===== src/hw/mfr_pkg.sv =====
package mfr_pkg;

  // Instruction codes
  localparam logic [7:0] CMD_QUAD_OUT = 8'h6b;
  localparam logic [7:0] CMD_DUAL_IO = 8'hbb;
  localparam logic [7:0] CMD_QUAD_IO = 8'heb;
  localparam logic [7:0] CMD_CONT_RESET = 8'hff;

  // Phase lengths in serial clocks
  localparam logic [4:0] CMD_CLKS = 5'h08;
  localparam logic [4:0] ADDR_CLKS_X1 = 5'h18;
  localparam logic [4:0] ADDR_CLKS_X2 = 5'h0c;
  localparam logic [4:0] ADDR_CLKS_X4 = 5'h06;
  localparam logic [4:0] QOUT_DUMMY = 5'h08;
  localparam logic [4:0] DIO_MODE_CLKS = 5'h04;
  localparam logic [4:0] DIO_DUMMY = 5'h00;
  localparam logic [4:0] QIO_MODE_CLKS = 5'h02;
  localparam logic [4:0] QIO_DUMMY = 5'h04;

  // Continuous mode byte
  localparam logic [1:0] CONT_SEL_KEEP = 2'h2;
  localparam int CONT_SEL_LSB = 4;

  // Wrap setting: bit 0 disables, bits 2:1 pick length
  localparam logic [2:0] WRAP_RST = 3'h1;
  localparam int WRAP_DIS_BIT = 0;
  localparam int WRAP_LEN_LSB = 1;
  localparam logic [23:0] WRAP_MASK_8 = 24'h000007;
  localparam logic [23:0] WRAP_MASK_16 = 24'h00000f;
  localparam logic [23:0] WRAP_MASK_32 = 24'h00001f;
  localparam logic [23:0] WRAP_MASK_64 = 24'h00003f;

  // Synchroniser layout: sck, cs_n, io[3:0]
  localparam int PIN_SCK = 0;
  localparam int PIN_CS = 1;
  localparam int PIN_IO_LSB = 2;
  localparam logic [5:0] SYNC_RST = 6'h02;

  // Output lanes and data buffer
  localparam logic [3:0] LANES_X2 = 4'h3;
  localparam logic [3:0] LANES_X4 = 4'hf;
  localparam logic [1:0] BYTE_CLKS_X2 = 2'h3;
  localparam logic [1:0] BYTE_CLKS_X4 = 2'h1;
  localparam int BUF_WIDTH = 8;
  localparam int BUF_DEPTH = 2;
  localparam logic [1:0] PEND_MAX = 2'h2;

  typedef enum logic [2:0] {
    ST_IDLE, ST_CMD, ST_ADDR, ST_MODE, ST_DUMMY, ST_DATA, ST_IGNORE
  } mfr_state_type;

  typedef enum logic [1:0] {KIND_QOUT, KIND_DIO, KIND_QIO} mfr_kind_type;

endpackage


===== src/hw/mfr_buf.sv =====
`timescale 1ns/1ps
`default_nettype none

module mfr_buf #(
  parameter int WIDTH = mfr_pkg::BUF_WIDTH,
  parameter int DEPTH = mfr_pkg::BUF_DEPTH
) (
  input wire logic ref_clk,
  input wire logic arst_n,
  input wire logic flush,
  input wire logic in_valid,
  input wire logic [WIDTH-1:0] in_data,
  output logic in_ready,
  output logic out_valid,
  output logic [WIDTH-1:0] out_data,
  input wire logic out_ready
);

  localparam int PW = $clog2(DEPTH);
  localparam int CW = $clog2(DEPTH + 1);

  logic [WIDTH-1:0] mem_r [DEPTH];
  logic [PW-1:0] wp_r;
  logic [PW-1:0] rp_r;
  logic [CW-1:0] cnt_r;
  logic [CW-1:0] cnt_nxt;
  logic push;
  logic pop;

  function automatic logic [PW-1:0] bump(input logic [PW-1:0] p);
    return (p == PW'(DEPTH - 1)) ? '0 : PW'(p + 1'b1);
  endfunction

  assign push = in_valid & in_ready;
  assign pop = out_valid & out_ready;
  assign out_valid = (cnt_r != '0);
  assign out_data = mem_r[rp_r];

  always_comb begin
    if (flush) begin
      cnt_nxt = '0;
    end else begin
      cnt_nxt = CW'(cnt_r + CW'(push) - CW'(pop));
    end
  end

  always_ff @(posedge ref_clk or negedge arst_n) begin
    if (!arst_n) begin
      wp_r <= '0;
      rp_r <= '0;
      cnt_r <= '0;
      in_ready <= 1'b1;
    end else begin
      cnt_r <= cnt_nxt;
      // Ready is registered so the source sees a clean level
      in_ready <= (cnt_nxt != CW'(DEPTH));
      if (flush) begin
        wp_r <= '0;
        rp_r <= '0;
      end else begin
        if (push) begin
          wp_r <= bump(wp_r);
        end
        if (pop) begin
          rp_r <= bump(rp_r);
        end
      end
    end
  end

  always_ff @(posedge ref_clk) begin
    if (push && !flush) begin
      mem_r[wp_r] <= in_data;
    end
  end

endmodule

`default_nettype wire


===== src/hw/mfr_engine.sv =====
// Function
// Quad-output read returns data on all four lines.
// Quad-output read refused unless quad enable bit is one.
// Quad-output read: eight dummy clocks after 24-bit address by default.
// Host releases lines before the first data falling edge.
// Variable latency sets quad-output dummy count from latency field.
// Dual address-and-data read moves address and data on two lines.
// Mode byte: lower nibble ignored, upper nibble steers next frame.
// Host may leave lower mode nibble undriven for turnaround.
// Select bits 10: next frame skips instruction, address first.
// Other select values: next frame needs its instruction byte.
// All-ones reset pattern clears continuous mode.
// Dual read legacy latency: four mode clocks, no dummy.
// Variable latency sets mode-plus-dummy total for both reads.
// Quad address-and-data read uses four lines, four dummy clocks.
// Quad address-and-data read needs the quad enable bit.
// Quad address-and-data legacy latency: two mode plus four dummy.
// Wrap setting applies to later quad address-and-data reads.
// Wrap on: output wraps inside the aligned section until deselect.
// Wrap disable bit switches wrapping; length bits pick section size.
// Wrap disable bit resets to one, wrapping off.
// Host clocks reset pattern eight clocks quad, sixteen dual.
// Address advances after every output byte.
// Quad-output read: instruction and address on one line.
// Refused quad read ignored, lines left undriven.
`timescale 1ns/1ps
`default_nettype none

module mfr_engine (
  input wire logic ref_clk,
  input wire logic arst_n,
  input wire logic spi_clk_pin,
  input wire logic spi_cs_n_pin,
  input wire logic [3:0] io_in,
  output logic [3:0] io_out,
  output logic [3:0] io_oe,
  input wire logic quad_enable_bit,
  input wire logic var_latency_en,
  input wire logic [3:0] read_latency,
  input wire logic wrap_set_stb,
  input wire logic [2:0] wrap_setting_bits,
  output logic mem_rd,
  output logic [23:0] mem_addr,
  input wire logic [7:0] mem_rdata,
  input wire logic mem_rvalid,
  output logic mem_rready,
  output logic cont_active
);

  logic [5:0] s1_r, s2_r, s3_r, f_r, f_nxt;
  logic sck_q_r, cs_q_r;
  logic sck_rise, sck_fall, frame_start, frame_end;
  logic [3:0] io;
  mfr_pkg::mfr_state_type state_r;
  mfr_pkg::mfr_kind_type kind_r, cont_kind_r;
  logic [4:0] cnt_r, len_r, dummy;
  logic last;
  logic [23:0] sh_r, sh_nxt;
  logic [7:0] cmd_byte;
  logic [2:0] wrap_bits_r;
  logic [23:0] fetch_addr_r;
  logic fetch_on_r, wrap_on_r, inflight_r, drop_r;
  logic [1:0] pend_r;
  logic issue, hs, flush, pop;
  logic buf_valid;
  logic [7:0] buf_data, src;
  logic [1:0] dcnt_r;
  logic [7:0] dsr_r;
  logic x4;

  function automatic logic [23:0] shift_in(input logic [23:0] v,
                                           input logic [3:0] d,
                                           input logic [4:0] w);
    case (w)
      5'h01: return {v[22:0], d[0]};
      5'h02: return {v[21:0], d[1:0]};
      default: return {v[19:0], d};
    endcase
  endfunction

  // Lines per clock while the host shifts in
  function automatic logic [4:0] in_width(input mfr_pkg::mfr_state_type s,
                                          input mfr_pkg::mfr_kind_type k);
    if (s == mfr_pkg::ST_CMD || k == mfr_pkg::KIND_QOUT) begin
      return 5'h01;
    end else if (k == mfr_pkg::KIND_DIO) begin
      return 5'h02;
    end else begin
      return 5'h04;
    end
  endfunction

  function automatic logic [4:0] addr_clks(input mfr_pkg::mfr_kind_type k);
    case (k)
      mfr_pkg::KIND_QOUT: return mfr_pkg::ADDR_CLKS_X1;
      mfr_pkg::KIND_DIO: return mfr_pkg::ADDR_CLKS_X2;
      default: return mfr_pkg::ADDR_CLKS_X4;
    endcase
  endfunction

  // Mode clocks are a floor; a shorter latency field cannot cut them
  function automatic logic [4:0] dummy_clks(input mfr_pkg::mfr_kind_type k,
                                            input logic en,
                                            input logic [3:0] lat);
    logic [4:0] l;
    l = {1'b0, lat};
    case (k)
      mfr_pkg::KIND_QOUT:
        return en ? l : mfr_pkg::QOUT_DUMMY;
      mfr_pkg::KIND_DIO:
        if (!en) begin
          return mfr_pkg::DIO_DUMMY;
        end else begin
          return (l > mfr_pkg::DIO_MODE_CLKS) ?
                 5'(l - mfr_pkg::DIO_MODE_CLKS) : 5'h00;
        end
      default:
        if (!en) begin
          return mfr_pkg::QIO_DUMMY;
        end else begin
          return (l > mfr_pkg::QIO_MODE_CLKS) ?
                 5'(l - mfr_pkg::QIO_MODE_CLKS) : 5'h00;
        end
    endcase
  endfunction

  function automatic logic [23:0] next_addr(input logic [23:0] a,
                                            input logic wrap,
                                            input logic [1:0] len);
    logic [23:0] m;
    logic [23:0] inc;
    m = mfr_pkg::WRAP_MASK_64;
    inc = 24'(a + 24'h000001);
    case (len)
      2'h0: m = mfr_pkg::WRAP_MASK_8;
      2'h1: m = mfr_pkg::WRAP_MASK_16;
      2'h2: m = mfr_pkg::WRAP_MASK_32;
      default: m = mfr_pkg::WRAP_MASK_64;
    endcase
    return wrap ? ((a & ~m) | (inc & m)) : inc;
  endfunction

  // Pin synchroniser; a change counts once stages two and three agree
  generate
    for (genvar i = 0; i < 6; i++) begin : g_filt
      assign f_nxt[i] = (s2_r[i] == s3_r[i]) ? s3_r[i] : f_r[i];
    end
  endgenerate

  always_ff @(posedge ref_clk or negedge arst_n) begin
    if (!arst_n) begin
      s1_r <= mfr_pkg::SYNC_RST;
      s2_r <= mfr_pkg::SYNC_RST;
      s3_r <= mfr_pkg::SYNC_RST;
      f_r <= mfr_pkg::SYNC_RST;
      sck_q_r <= 1'b0;
      cs_q_r <= 1'b1;
    end else begin
      s1_r <= {io_in, spi_cs_n_pin, spi_clk_pin};
      s2_r <= s1_r;
      s3_r <= s2_r;
      f_r <= f_nxt;
      sck_q_r <= f_r[mfr_pkg::PIN_SCK];
      cs_q_r <= f_r[mfr_pkg::PIN_CS];
    end
  end

  assign io = f_r[mfr_pkg::PIN_IO_LSB +: 4];
  assign sck_rise = f_r[mfr_pkg::PIN_SCK] & ~sck_q_r;
  assign sck_fall = ~f_r[mfr_pkg::PIN_SCK] & sck_q_r;
  assign frame_start = ~f_r[mfr_pkg::PIN_CS] & cs_q_r;
  assign frame_end = f_r[mfr_pkg::PIN_CS] & ~cs_q_r;
  assign last = (cnt_r == 5'(len_r - 5'h01));
  assign sh_nxt = shift_in(sh_r, io, in_width(state_r, kind_r));
  assign cmd_byte = sh_nxt[7:0];
  assign dummy = dummy_clks(kind_r, var_latency_en, read_latency);

  // Command phase sequencer, stepped on serial clock rising edges
  always_ff @(posedge ref_clk or negedge arst_n) begin
    if (!arst_n) begin
      state_r <= mfr_pkg::ST_IDLE;
      kind_r <= mfr_pkg::KIND_QOUT;
      cnt_r <= 5'h00;
      len_r <= mfr_pkg::CMD_CLKS;
    end else if (f_r[mfr_pkg::PIN_CS]) begin
      state_r <= mfr_pkg::ST_IDLE;
    end else if (frame_start) begin
      cnt_r <= 5'h00;
      if (cont_active) begin
        state_r <= mfr_pkg::ST_ADDR;
        kind_r <= cont_kind_r;
        len_r <= addr_clks(cont_kind_r);
      end else begin
        state_r <= mfr_pkg::ST_CMD;
        len_r <= mfr_pkg::CMD_CLKS;
      end
    end else if (sck_rise) begin
      cnt_r <= last ? 5'h00 : 5'(cnt_r + 5'h01);
      case (state_r)
        mfr_pkg::ST_CMD:
          if (last) begin
            state_r <= mfr_pkg::ST_IGNORE;
            case (cmd_byte)
              mfr_pkg::CMD_QUAD_OUT:
                if (quad_enable_bit) begin
                  state_r <= mfr_pkg::ST_ADDR;
                  kind_r <= mfr_pkg::KIND_QOUT;
                  len_r <= mfr_pkg::ADDR_CLKS_X1;
                end
              mfr_pkg::CMD_DUAL_IO: begin
                state_r <= mfr_pkg::ST_ADDR;
                kind_r <= mfr_pkg::KIND_DIO;
                len_r <= mfr_pkg::ADDR_CLKS_X2;
              end
              mfr_pkg::CMD_QUAD_IO:
                if (quad_enable_bit) begin
                  state_r <= mfr_pkg::ST_ADDR;
                  kind_r <= mfr_pkg::KIND_QIO;
                  len_r <= mfr_pkg::ADDR_CLKS_X4;
                end
              default: state_r <= mfr_pkg::ST_IGNORE;
            endcase
          end
        mfr_pkg::ST_ADDR:
          if (last) begin
            if (kind_r == mfr_pkg::KIND_DIO) begin
              state_r <= mfr_pkg::ST_MODE;
              len_r <= mfr_pkg::DIO_MODE_CLKS;
            end else if (kind_r == mfr_pkg::KIND_QIO) begin
              state_r <= mfr_pkg::ST_MODE;
              len_r <= mfr_pkg::QIO_MODE_CLKS;
            end else begin
              state_r <= (dummy == 5'h00) ? mfr_pkg::ST_DATA
                                          : mfr_pkg::ST_DUMMY;
              len_r <= dummy;
            end
          end
        mfr_pkg::ST_MODE:
          if (last) begin
            state_r <= (dummy == 5'h00) ? mfr_pkg::ST_DATA
                                        : mfr_pkg::ST_DUMMY;
            len_r <= dummy;
          end
        mfr_pkg::ST_DUMMY:
          if (last) begin
            state_r <= mfr_pkg::ST_DATA;
          end
        default: state_r <= state_r;
      endcase
    end
  end

  always_ff @(posedge ref_clk or negedge arst_n) begin
    if (!arst_n) begin
      sh_r <= 24'h000000;
    end else if (frame_start) begin
      sh_r <= 24'h000000;
    end else if (sck_rise && (state_r == mfr_pkg::ST_CMD ||
                              state_r == mfr_pkg::ST_ADDR ||
                              state_r == mfr_pkg::ST_MODE)) begin
      sh_r <= sh_nxt;
    end
  end

  // Only select bits matter; an all-ones pattern reads as select 11
  always_ff @(posedge ref_clk or negedge arst_n) begin
    if (!arst_n) begin
      cont_active <= 1'b0;
      cont_kind_r <= mfr_pkg::KIND_DIO;
    end else if (sck_rise && last && state_r == mfr_pkg::ST_MODE) begin
      cont_active <= (sh_nxt[mfr_pkg::CONT_SEL_LSB +: 2] ==
                      mfr_pkg::CONT_SEL_KEEP);
      cont_kind_r <= kind_r;
    end else if (sck_rise && last && state_r == mfr_pkg::ST_CMD &&
                 cmd_byte == mfr_pkg::CMD_CONT_RESET) begin
      cont_active <= 1'b0;
    end
  end

  always_ff @(posedge ref_clk or negedge arst_n) begin
    if (!arst_n) begin
      wrap_bits_r <= mfr_pkg::WRAP_RST;
    end else if (wrap_set_stb) begin
      wrap_bits_r <= wrap_setting_bits;
    end
  end

  // Fetch side: one read outstanding, at most two bytes ahead
  assign flush = frame_start | frame_end;
  assign hs = mem_rvalid & mem_rready;
  // No request at a frame edge; its address would be stale
  assign issue = fetch_on_r & ~inflight_r & ~flush &
                 (pend_r < mfr_pkg::PEND_MAX);
  assign pop = sck_fall & (state_r == mfr_pkg::ST_DATA) &
               (dcnt_r == 2'h0) & buf_valid;

  always_ff @(posedge ref_clk or negedge arst_n) begin
    if (!arst_n) begin
      fetch_on_r <= 1'b0;
      wrap_on_r <= 1'b0;
      fetch_addr_r <= 24'h000000;
      mem_rd <= 1'b0;
      mem_addr <= 24'h000000;
    end else begin
      mem_rd <= issue;
      if (flush) begin
        fetch_on_r <= 1'b0;
      end else if (sck_rise && last && state_r == mfr_pkg::ST_ADDR) begin
        fetch_on_r <= 1'b1;
        fetch_addr_r <= sh_nxt;
        wrap_on_r <= (kind_r == mfr_pkg::KIND_QIO) &&
                     !wrap_bits_r[mfr_pkg::WRAP_DIS_BIT];
      end else if (issue) begin
        mem_addr <= fetch_addr_r;
        fetch_addr_r <= next_addr(fetch_addr_r, wrap_on_r,
                          wrap_bits_r[mfr_pkg::WRAP_LEN_LSB +: 2]);
      end
    end
  end

  // A word still in flight at deselect is dropped on arrival
  always_ff @(posedge ref_clk or negedge arst_n) begin
    if (!arst_n) begin
      inflight_r <= 1'b0;
      drop_r <= 1'b0;
      pend_r <= 2'h0;
    end else begin
      if (issue) begin
        inflight_r <= 1'b1;
      end else if (hs) begin
        inflight_r <= 1'b0;
      end
      if (hs) begin
        drop_r <= 1'b0;
      end else if (flush && inflight_r) begin
        drop_r <= 1'b1;
      end
      if (flush) begin
        pend_r <= 2'h0;
      end else begin
        pend_r <= 2'(pend_r + 2'(issue) - 2'(pop));
      end
    end
  end

  mfr_buf u_buf (
    .ref_clk(ref_clk),
    .arst_n(arst_n),
    .flush(flush),
    .in_valid(mem_rvalid & ~drop_r),
    .in_data(mem_rdata),
    .in_ready(mem_rready),
    .out_valid(buf_valid),
    .out_data(buf_data),
    .out_ready(pop)
  );

  // Data out on falling edges; an underrun sends zeros
  assign x4 = (kind_r != mfr_pkg::KIND_DIO);
  assign src = (dcnt_r != 2'h0) ? dsr_r : (buf_valid ? buf_data : 8'h00);

  always_ff @(posedge ref_clk or negedge arst_n) begin
    if (!arst_n) begin
      io_out <= 4'h0;
      io_oe <= 4'h0;
      dcnt_r <= 2'h0;
      dsr_r <= 8'h00;
    end else if (state_r != mfr_pkg::ST_DATA) begin
      io_out <= 4'h0;
      io_oe <= 4'h0;
      dcnt_r <= 2'h0;
    end else if (sck_fall) begin
      if (x4) begin
        io_out <= src[7:4];
        io_oe <= mfr_pkg::LANES_X4;
        dsr_r <= {src[3:0], 4'h0};
      end else begin
        io_out <= {2'h0, src[7:6]};
        io_oe <= mfr_pkg::LANES_X2;
        dsr_r <= {src[5:0], 2'h0};
      end
      if (dcnt_r == 2'h0) begin
        dcnt_r <= x4 ? mfr_pkg::BYTE_CLKS_X4 : mfr_pkg::BYTE_CLKS_X2;
      end else begin
        dcnt_r <= 2'(dcnt_r - 2'h1);
      end
    end
  end
endmodule

`default_nettype wire


===== config.mk =====
export PLATFORM = sky130hd
export DESIGN_NAME = mfr_engine
export DESIGN_NICKNAME = d
export VERILOG_FILES = /design/src/hw/mfr_pkg.sv /design/src/hw/mfr_buf.sv /design/src/hw/mfr_engine.sv
export SDC_FILE = /design/constraint.sdc
export NUM_CORES = 1
export LEC_CHECK = 0
export BUFFER_PORTS_ARGS = -buffer_cell sky130_fd_sc_hd__buf_2
export CORE_AREA = 5 5 179 129
export CTS_CLUSTER_DIAMETER = 50
export DETAILED_ROUTE_END_ITERATION = 6
export DIE_AREA = 0 0 184 134
export PLACE_DENSITY_LB_ADDON = 0.2
export SLEW_MARGIN = 40
export SYNTH_ARGS = -nofsm -noshare
export SYNTH_HDL_FRONTEND = slang
export SYNTH_SLANG_ARGS = --single-unit

===== constraint.sdc =====
create_clock -name ref_clk -period 2.93 [get_ports ref_clk]
set_input_delay 0.293 -clock ref_clk [delete_from_list [all_inputs] [get_ports ref_clk]]
set_output_delay 0.293 -clock ref_clk [all_outputs]
set_load 0.1 [all_outputs]

==> results of run 1 <==
[power breakdown]
part / internal (mW) / leakage [nW] / switching [mW]
Sequential: 2.47 / 2.05 / 0.206
Combinational: 0.590 / 2.10 / 0.983
Clock: 1.17 / 0.296 / 1.10
Total: 4.22 / 4.44 / 2.29
[final timing paths]
kind                            slack [ns]           endpoint    startpoint  cells after the start
max in group asynchronous             1.74            s3_r[1]        arst_n                      3
worst min-delay path                  0.04  u_buf.mem_r[0][1]  mem_rdata[1]                      1
min in group asynchronous             0.44           cnt_r[3]        arst_n                      2
worst min register to register        0.35            s2_r[2]       s1_r[2]                      0
worst max-delay path                  0.27   fetch_addr_r[22]        f_r[1]                      8
worst max register to register        0.27   fetch_addr_r[22]        f_r[1]                      8
[cell type report]
| type | count | area, sq um |
|---|---|---|
| sequential | 160 | 4100 |
| tap | 282 | 353 |
| inverter | 35 | 134 |
| clock inverter | 15 | 184 |
| multi-input combinational | 584 | 3890 |
| timing repair buffer | 104 | 664 |
| fill | 2024 | 11500 |
| clock buffer | 17 | 425 |
[synth_stat cells (all sizes together), types with 7 or more instances]
cell type	n
a211oi	10
a21oi	55
and3	8
buf	29
clkbuf	18
dfrtp	135
dfstp	9
edfxtp	16
ha	15
inv	35
mux2	30
mux2i	40
nand2	86
nand2b	10
nand3	19
nand4	7
nor2	62
nor3	20
o21ai	79
xnor2	8
xor2	11
[routing by layer]
metal	wire, microns	vias to the layer above	global-route usage (%)	part of all wire (%)
li1	-	3116	-	-
met1	10900	3178	28.0	53
met2	8530	152	23.1	42
met3	949	11	3.28	4.6
met4	170	0	4.19	0.83
met5	0	-	0	0
[logic make-up after synthesis]
| logic type | share of synthesized area, % |
|---|---|
| muxes | 8.87 |
| and+or+nand+nor | 15.3 |
| adders and majority gates | 2.96 |
| AOI/OAI and AO/OA | 17.2 |
| DFF | 49.0 |
| xor gates and xnor gates | 2.08 |
| buffers and inverters | 4.55 |
[stage by stage]
stage               setup slack, ns  utilization [%]
floorplan                     0.296                -
global placement              0.335             42.6
detailed placement            0.266             42.6
CTS                           0.253             45.8
global route                  0.107             45.8
finish                        0.267             45.8
[flip-flops by register name, summed over array words and instances, names as in the netlist, 2 cells and up, named ones only]
name / cells
cnt_r: 5
cont_kind_r: 2
dcnt_r: 2
dsr_r: 6
f_r: 6
fetch_addr_r: 21
io_oe: 2
io_out: 4
kind_r: 2
len_r: 5
mem_addr: 24
pend_r: 2
s1_r: 6
s2_r: 6
s3_r: 6
sh_r: 23
state_r: 3
u_buf.cnt_r: 2
u_buf.mem_r: 16
wrap_bits_r: 3
[layout by cell type, fill, tap and decap left out, drive strengths merged, types with 5 or more instances in the layout]
master       instances
dfrtp              135
buf                 97
nand2               86
o21ai               79
nor2                62
a21oi               55
inv                 44
mux2i               40
mux2                30
nor3                20
nand3               19
clkbuf              17
edfxtp              16
ha                  15
xor2                11
nand2b              10
a211oi              10
dfstp                9
and3                 8
xnor2                8
nand4                7
dlygate4sd3          7
nand3b               6
nor2b                6
o211ai               6
o31ai                6
maj3                 6
clkinv               6
or3                  5
a22o                 5
[worst max-delay path: stages, from the launching register on]
cell,delay [ns]
dfstp_2,0.53
inv_1,0.05
ha_1,0.30
or4b_1,0.74
inv_4,0.20
nand2_2,0.05
buf_4,0.24
o32a_1,0.37
o21ai_0,0.07
==> impl_metrics.toml, run 1 <==
[timing]
tns_ns = 0
min_period_ns = 2.66
setup_violations = 0
hold_viol = 0
fin_crit_sh_pct = 90.9
timing.final.max_slew_violations = 0
max_freq_mhz = 376
whs_ns = 0.0399
rsz0062_at_grt = "no"
worst-slew-pin-transition_ns = 0.652
worst_clock_skew_ns = 0.0115
slew_headroom_pct = 56.1

[routing]
wl_per_cell_microns = 17.1
drtIter0Drc = 565
routed_wl_microns = 20500
drc_errors = 0
vias = 6457
first_pass_iters = 5
drt-vias-per-instance = 5.39
detail-route-antenna-nets = 0

[worst_setup_path]
crit_fanout = 35
required_ns = 3.29
path_class = "reg -> reg"
worst_setup_path_end_kind = "register"
start_kind = "register"
arrival_ns = 3.02

[global_route]
grt.total_usage_pct = 17.2
grt_pass1_wl_microns = 34200
first_global_vias = 6188
grt_max_degree = 65
grt-ovfl-total = 0
antenna_found_initial = 0

[die]
boundaryPins = 62
core-area_sq_um = 21300
die_h_microns = 134
initial_core_util_pct = 39.3
die_area_sq_um = 24700
die_width_microns = 184
num_rows = 45

[cts]
clk_pin_slew_ns = 0.08
postCtsSetupBuffers = 0
htree_levels = 4
cts_buffer_depth = 2
cts_buffers = 17
cts-root-buf = "clkbuf_16"
cts_resized = 0
clk_latency_ns = 0.43
clkSinkCount = 160
holdBufCountCts = 7
cts_tree = "yes"

[run]
drv_cap = 0

[synth]
synth.ff_latch_count = 160
ys.warnings.count = 0
synth_fp_nets = 868
synthFlopType = "dfrtp_1"
synth_seq_area_share_pct = 49.0
synthArstFlopShare_pct = 90.0
synth_area_per_cell_sq_um = 10.1
yosysUniqueCellTypes = 90
yosysTopAreaCellShare_pct = 40.4
yosysTopAreaCell = "dfrtp_1"
syn_inst = 826
netlist_area_sq_um = 8360
synthTopCellsByArea = "dfrtp_1, edfxtp_1, mux2i_1"
synth_edf_count = 16

[pwr]
ir_drop_mv = 0.427
total_power_mw = 6.51
powerDensity_nw_per_um2 = 668
p_leak_nw = 4.44

[final_layout]
area_growth_pct = 16.6
antenna_cells = 0
num-nets-final = 944
stdcell_area_sq_um = 9750
drive_gt1_share_pct = 20.5
fin_cells = 1197

[placed_design]
routabilityCongestion = 0.846
post_dp_cell_area_sq_um = 9070
portBuffers = 61
place_inst = 1158
hpwl_microns = 14800

[min_path]
hp-class = "in -> reg"

[run_status]
status = "finished, final reports clean"
Power figures use the tool's default switching activity.
==> run 2, diff against run 1 <==
clock period = 3.2 ns   (was 2.93 ns; I/O delays follow)
==> run 2 against run 1 <==
Compared with the run above: worst hold slack improved by 0.026 ns; clock skew is 0.0018 ns higher; largest power group unchanged; critical endpoint is now mem_addr[6]; combinational power is 15% lower; global-route usage up 0.10 points; register-to-register slack gained 0.15 ns.
==> impl_metrics.toml, run 2 (synthesized netlist as in run 1, its figures left out) <==
[pwr]
p_switching_mw = 2.04
total_power_mw = 5.85
p_sw_share_pct = 34.9
intPower_mw = 3.81
clock_power_share_pct = 34.5
p_leak_nw = 4.40
ir_drop_mv = 0.346
seqPwrFrac_pct = 42.6
powerDensity_nw_per_um2 = 604
combPwrFrac_pct = 23.0

[final_layout]
largest_reg_flops = 24
largest-register = "mem_addr"
final_common_cell = "dfrtp_1"
final_cell_mix = "dfrtp_1, nand2_1, o21ai_0, nor2_1, buf_2"
antenna_cells = 0
stdcell_area_sq_um = 9700
num-nets-final = 937
top_regs = "mem_addr: 24 flops, sh_r: 23 flops, fetch_addr_r: 21 flops"
fin_cells = 1190
drive_gt1_share_pct = 19.9
area_growth_pct = 16.0
fillers = 2044

[timing]
worst_clock_skew_ns = 0.0133
rsz0062_at_grt = "no"
max_freq_mhz = 360
worst-slew-pin-transition_ns = 0.694
slew_headroom_pct = 53.7
fin_crit_sh_pct = 86.9
min_period_ns = 2.78
setup_violations = 0
tns_ns = 0
timing.final.max_slew_violations = 0
hold_viol = 0

[routing]
drc_errors = 0
detail-route-antenna-nets = 0
vias = 6409
drt-vias-per-instance = 5.39
routed_wl_microns = 20500
drtIter0Drc = 633
wl_per_cell_microns = 17.2
first_pass_iters = 5

[die]
die_h_microns = 134
initial_core_util_pct = 39.3
die_area_sq_um = 24700
num_rows = 45
core-area_sq_um = 21300
die_width_microns = 184
boundaryPins = 62

[worst_setup_path]
start_kind = "register"
crit_fanout = 21
worst-r2r-cell-count = 7
required_ns = 3.52
worst_setup_path_end_kind = "register"
crit_end = "mem_addr[6]"
worstSetupStartpoint = "f_r[1]"
reg2reg_from = "f_r[1]"
path_class = "reg -> reg"
r2r_end = "mem_addr[6]"
r2r_slack_ns = 0.42
arrival_ns = 3.10

[placed_design]
hpwl_microns = 14800
routabilityCongestion = 0.832
post_dp_cell_area_sq_um = 9030
place_inst = 1151
portBuffers = 61

[cts]
clk_latency_ns = 0.44
cts_tree = "yes"
clkSinkCount = 160
htree_levels = 4
clk_pin_slew_ns = 0.07
cts_buffer_depth = 2
cts-root-buf = "clkbuf_16"
cts_buffers = 17

[global_route]
grt.total_usage_pct = 17.3
grt_max_degree = 58
first_global_vias = 6143
grt_pass1_wl_microns = 34300
grt-ovfl-total = 0
antenna_found_initial = 0

[run_status]
status = "finished, final reports clean"

[run]
drv_cap = 0

[min_path]
hp-class = "in -> reg"
[run 2: changes by cell type in the layout (fill, tap and decap cells not counted), sizes merged]
cell and delta:
inv -3, clkinv +2, buf -7, clkinvlp +1
[run 2: final cells by class]
cell class | instances | area [sq um] | share of cell area (%)
clock buffer | 17 | 425 | 4.39
clock inverter | 15 | 170 | 1.76
inverter | 35 | 134 | 1.38
multi-input combinational | 584 | 3890 | 40.2
sequential | 160 | 4100 | 42.2
tap | 282 | 353 | 3.64
timing repair buffer | 97 | 624 | 6.44
[run 2: metal layers]
metal  part of all wire [%]  vias to the layer above  GRT usage, %
li1                       -                     3105             -
met1                     53                     3099          28.3
met2                     40                      192          22.7
met3                    6.2                       13          3.82
met4                   0.87                        0          4.23
met5                      0                        -             0
[run 2: worst max-delay path: stages, from the launching register on]
cell     delay (ns)
dfstp_2        0.59
inv_1          0.12
ha_1           0.35
or4b_1         0.60
inv_4          0.15
nand2_2        0.27
buf_12         0.27
mux2_1         0.30
[run 2: power by group through the flow]
| stage | logic [mW] | registers [mW] | clock network (mW) |
|---|---|---|---|
| CTS | 1.35 | 2.49 | 2.07 |
| finish | 1.34 | 2.49 | 2.02 |
| floorplan | 1.06 | 2.45 | 0 |
| global placement | 1.33 | 2.52 | 0 |
| global route | 1.50 | 2.53 | 2.17 |
| detailed placement | 1.33 | 2.53 | 0 |
[run 2: worst min path at each step]
| stage | cells past startpoint | from | endpoint | slack [ns] |
|---|---|---|---|---|
| after global routing | 1 | mem_rdata[0] | u_buf.mem_r[1][0] | 0.05 |
| after detailed placement | 1 | arst_n | cnt_r[3] | 0.33 |
| final | 1 | mem_rdata[0] | u_buf.mem_r[1][0] | 0.07 |
| after CTS | 1 | mem_rdata[0] | u_buf.mem_r[1][0] | 0.05 |
| after global placement | 1 | arst_n | cnt_r[3] | 0.33 |
| after floorplan | 0 | arst_n | asynchronous set/reset pin | 0.02 |
[run 2: metrics by stage]
step / setup WS (ns) / util, % / hold WS, ns
final: 0.420 / 45.6 / 0.0656
after global placement: 0.504 / 42.4 / 0.325
after global routing: 0.284 / 45.6 / 0.0522
after detailed placement: 0.411 / 42.4 / 0.325
after floorplan: 0.566 / - / 0.0244
after CTS: 0.419 / 45.6 / 0.0487
[run 2: what timing repair did]
item,in CTS,in global routing
gates resized for setup,0,0
hold buffers,7,0
setup buffers,0,0
endpoints found under the hold margin,58,0
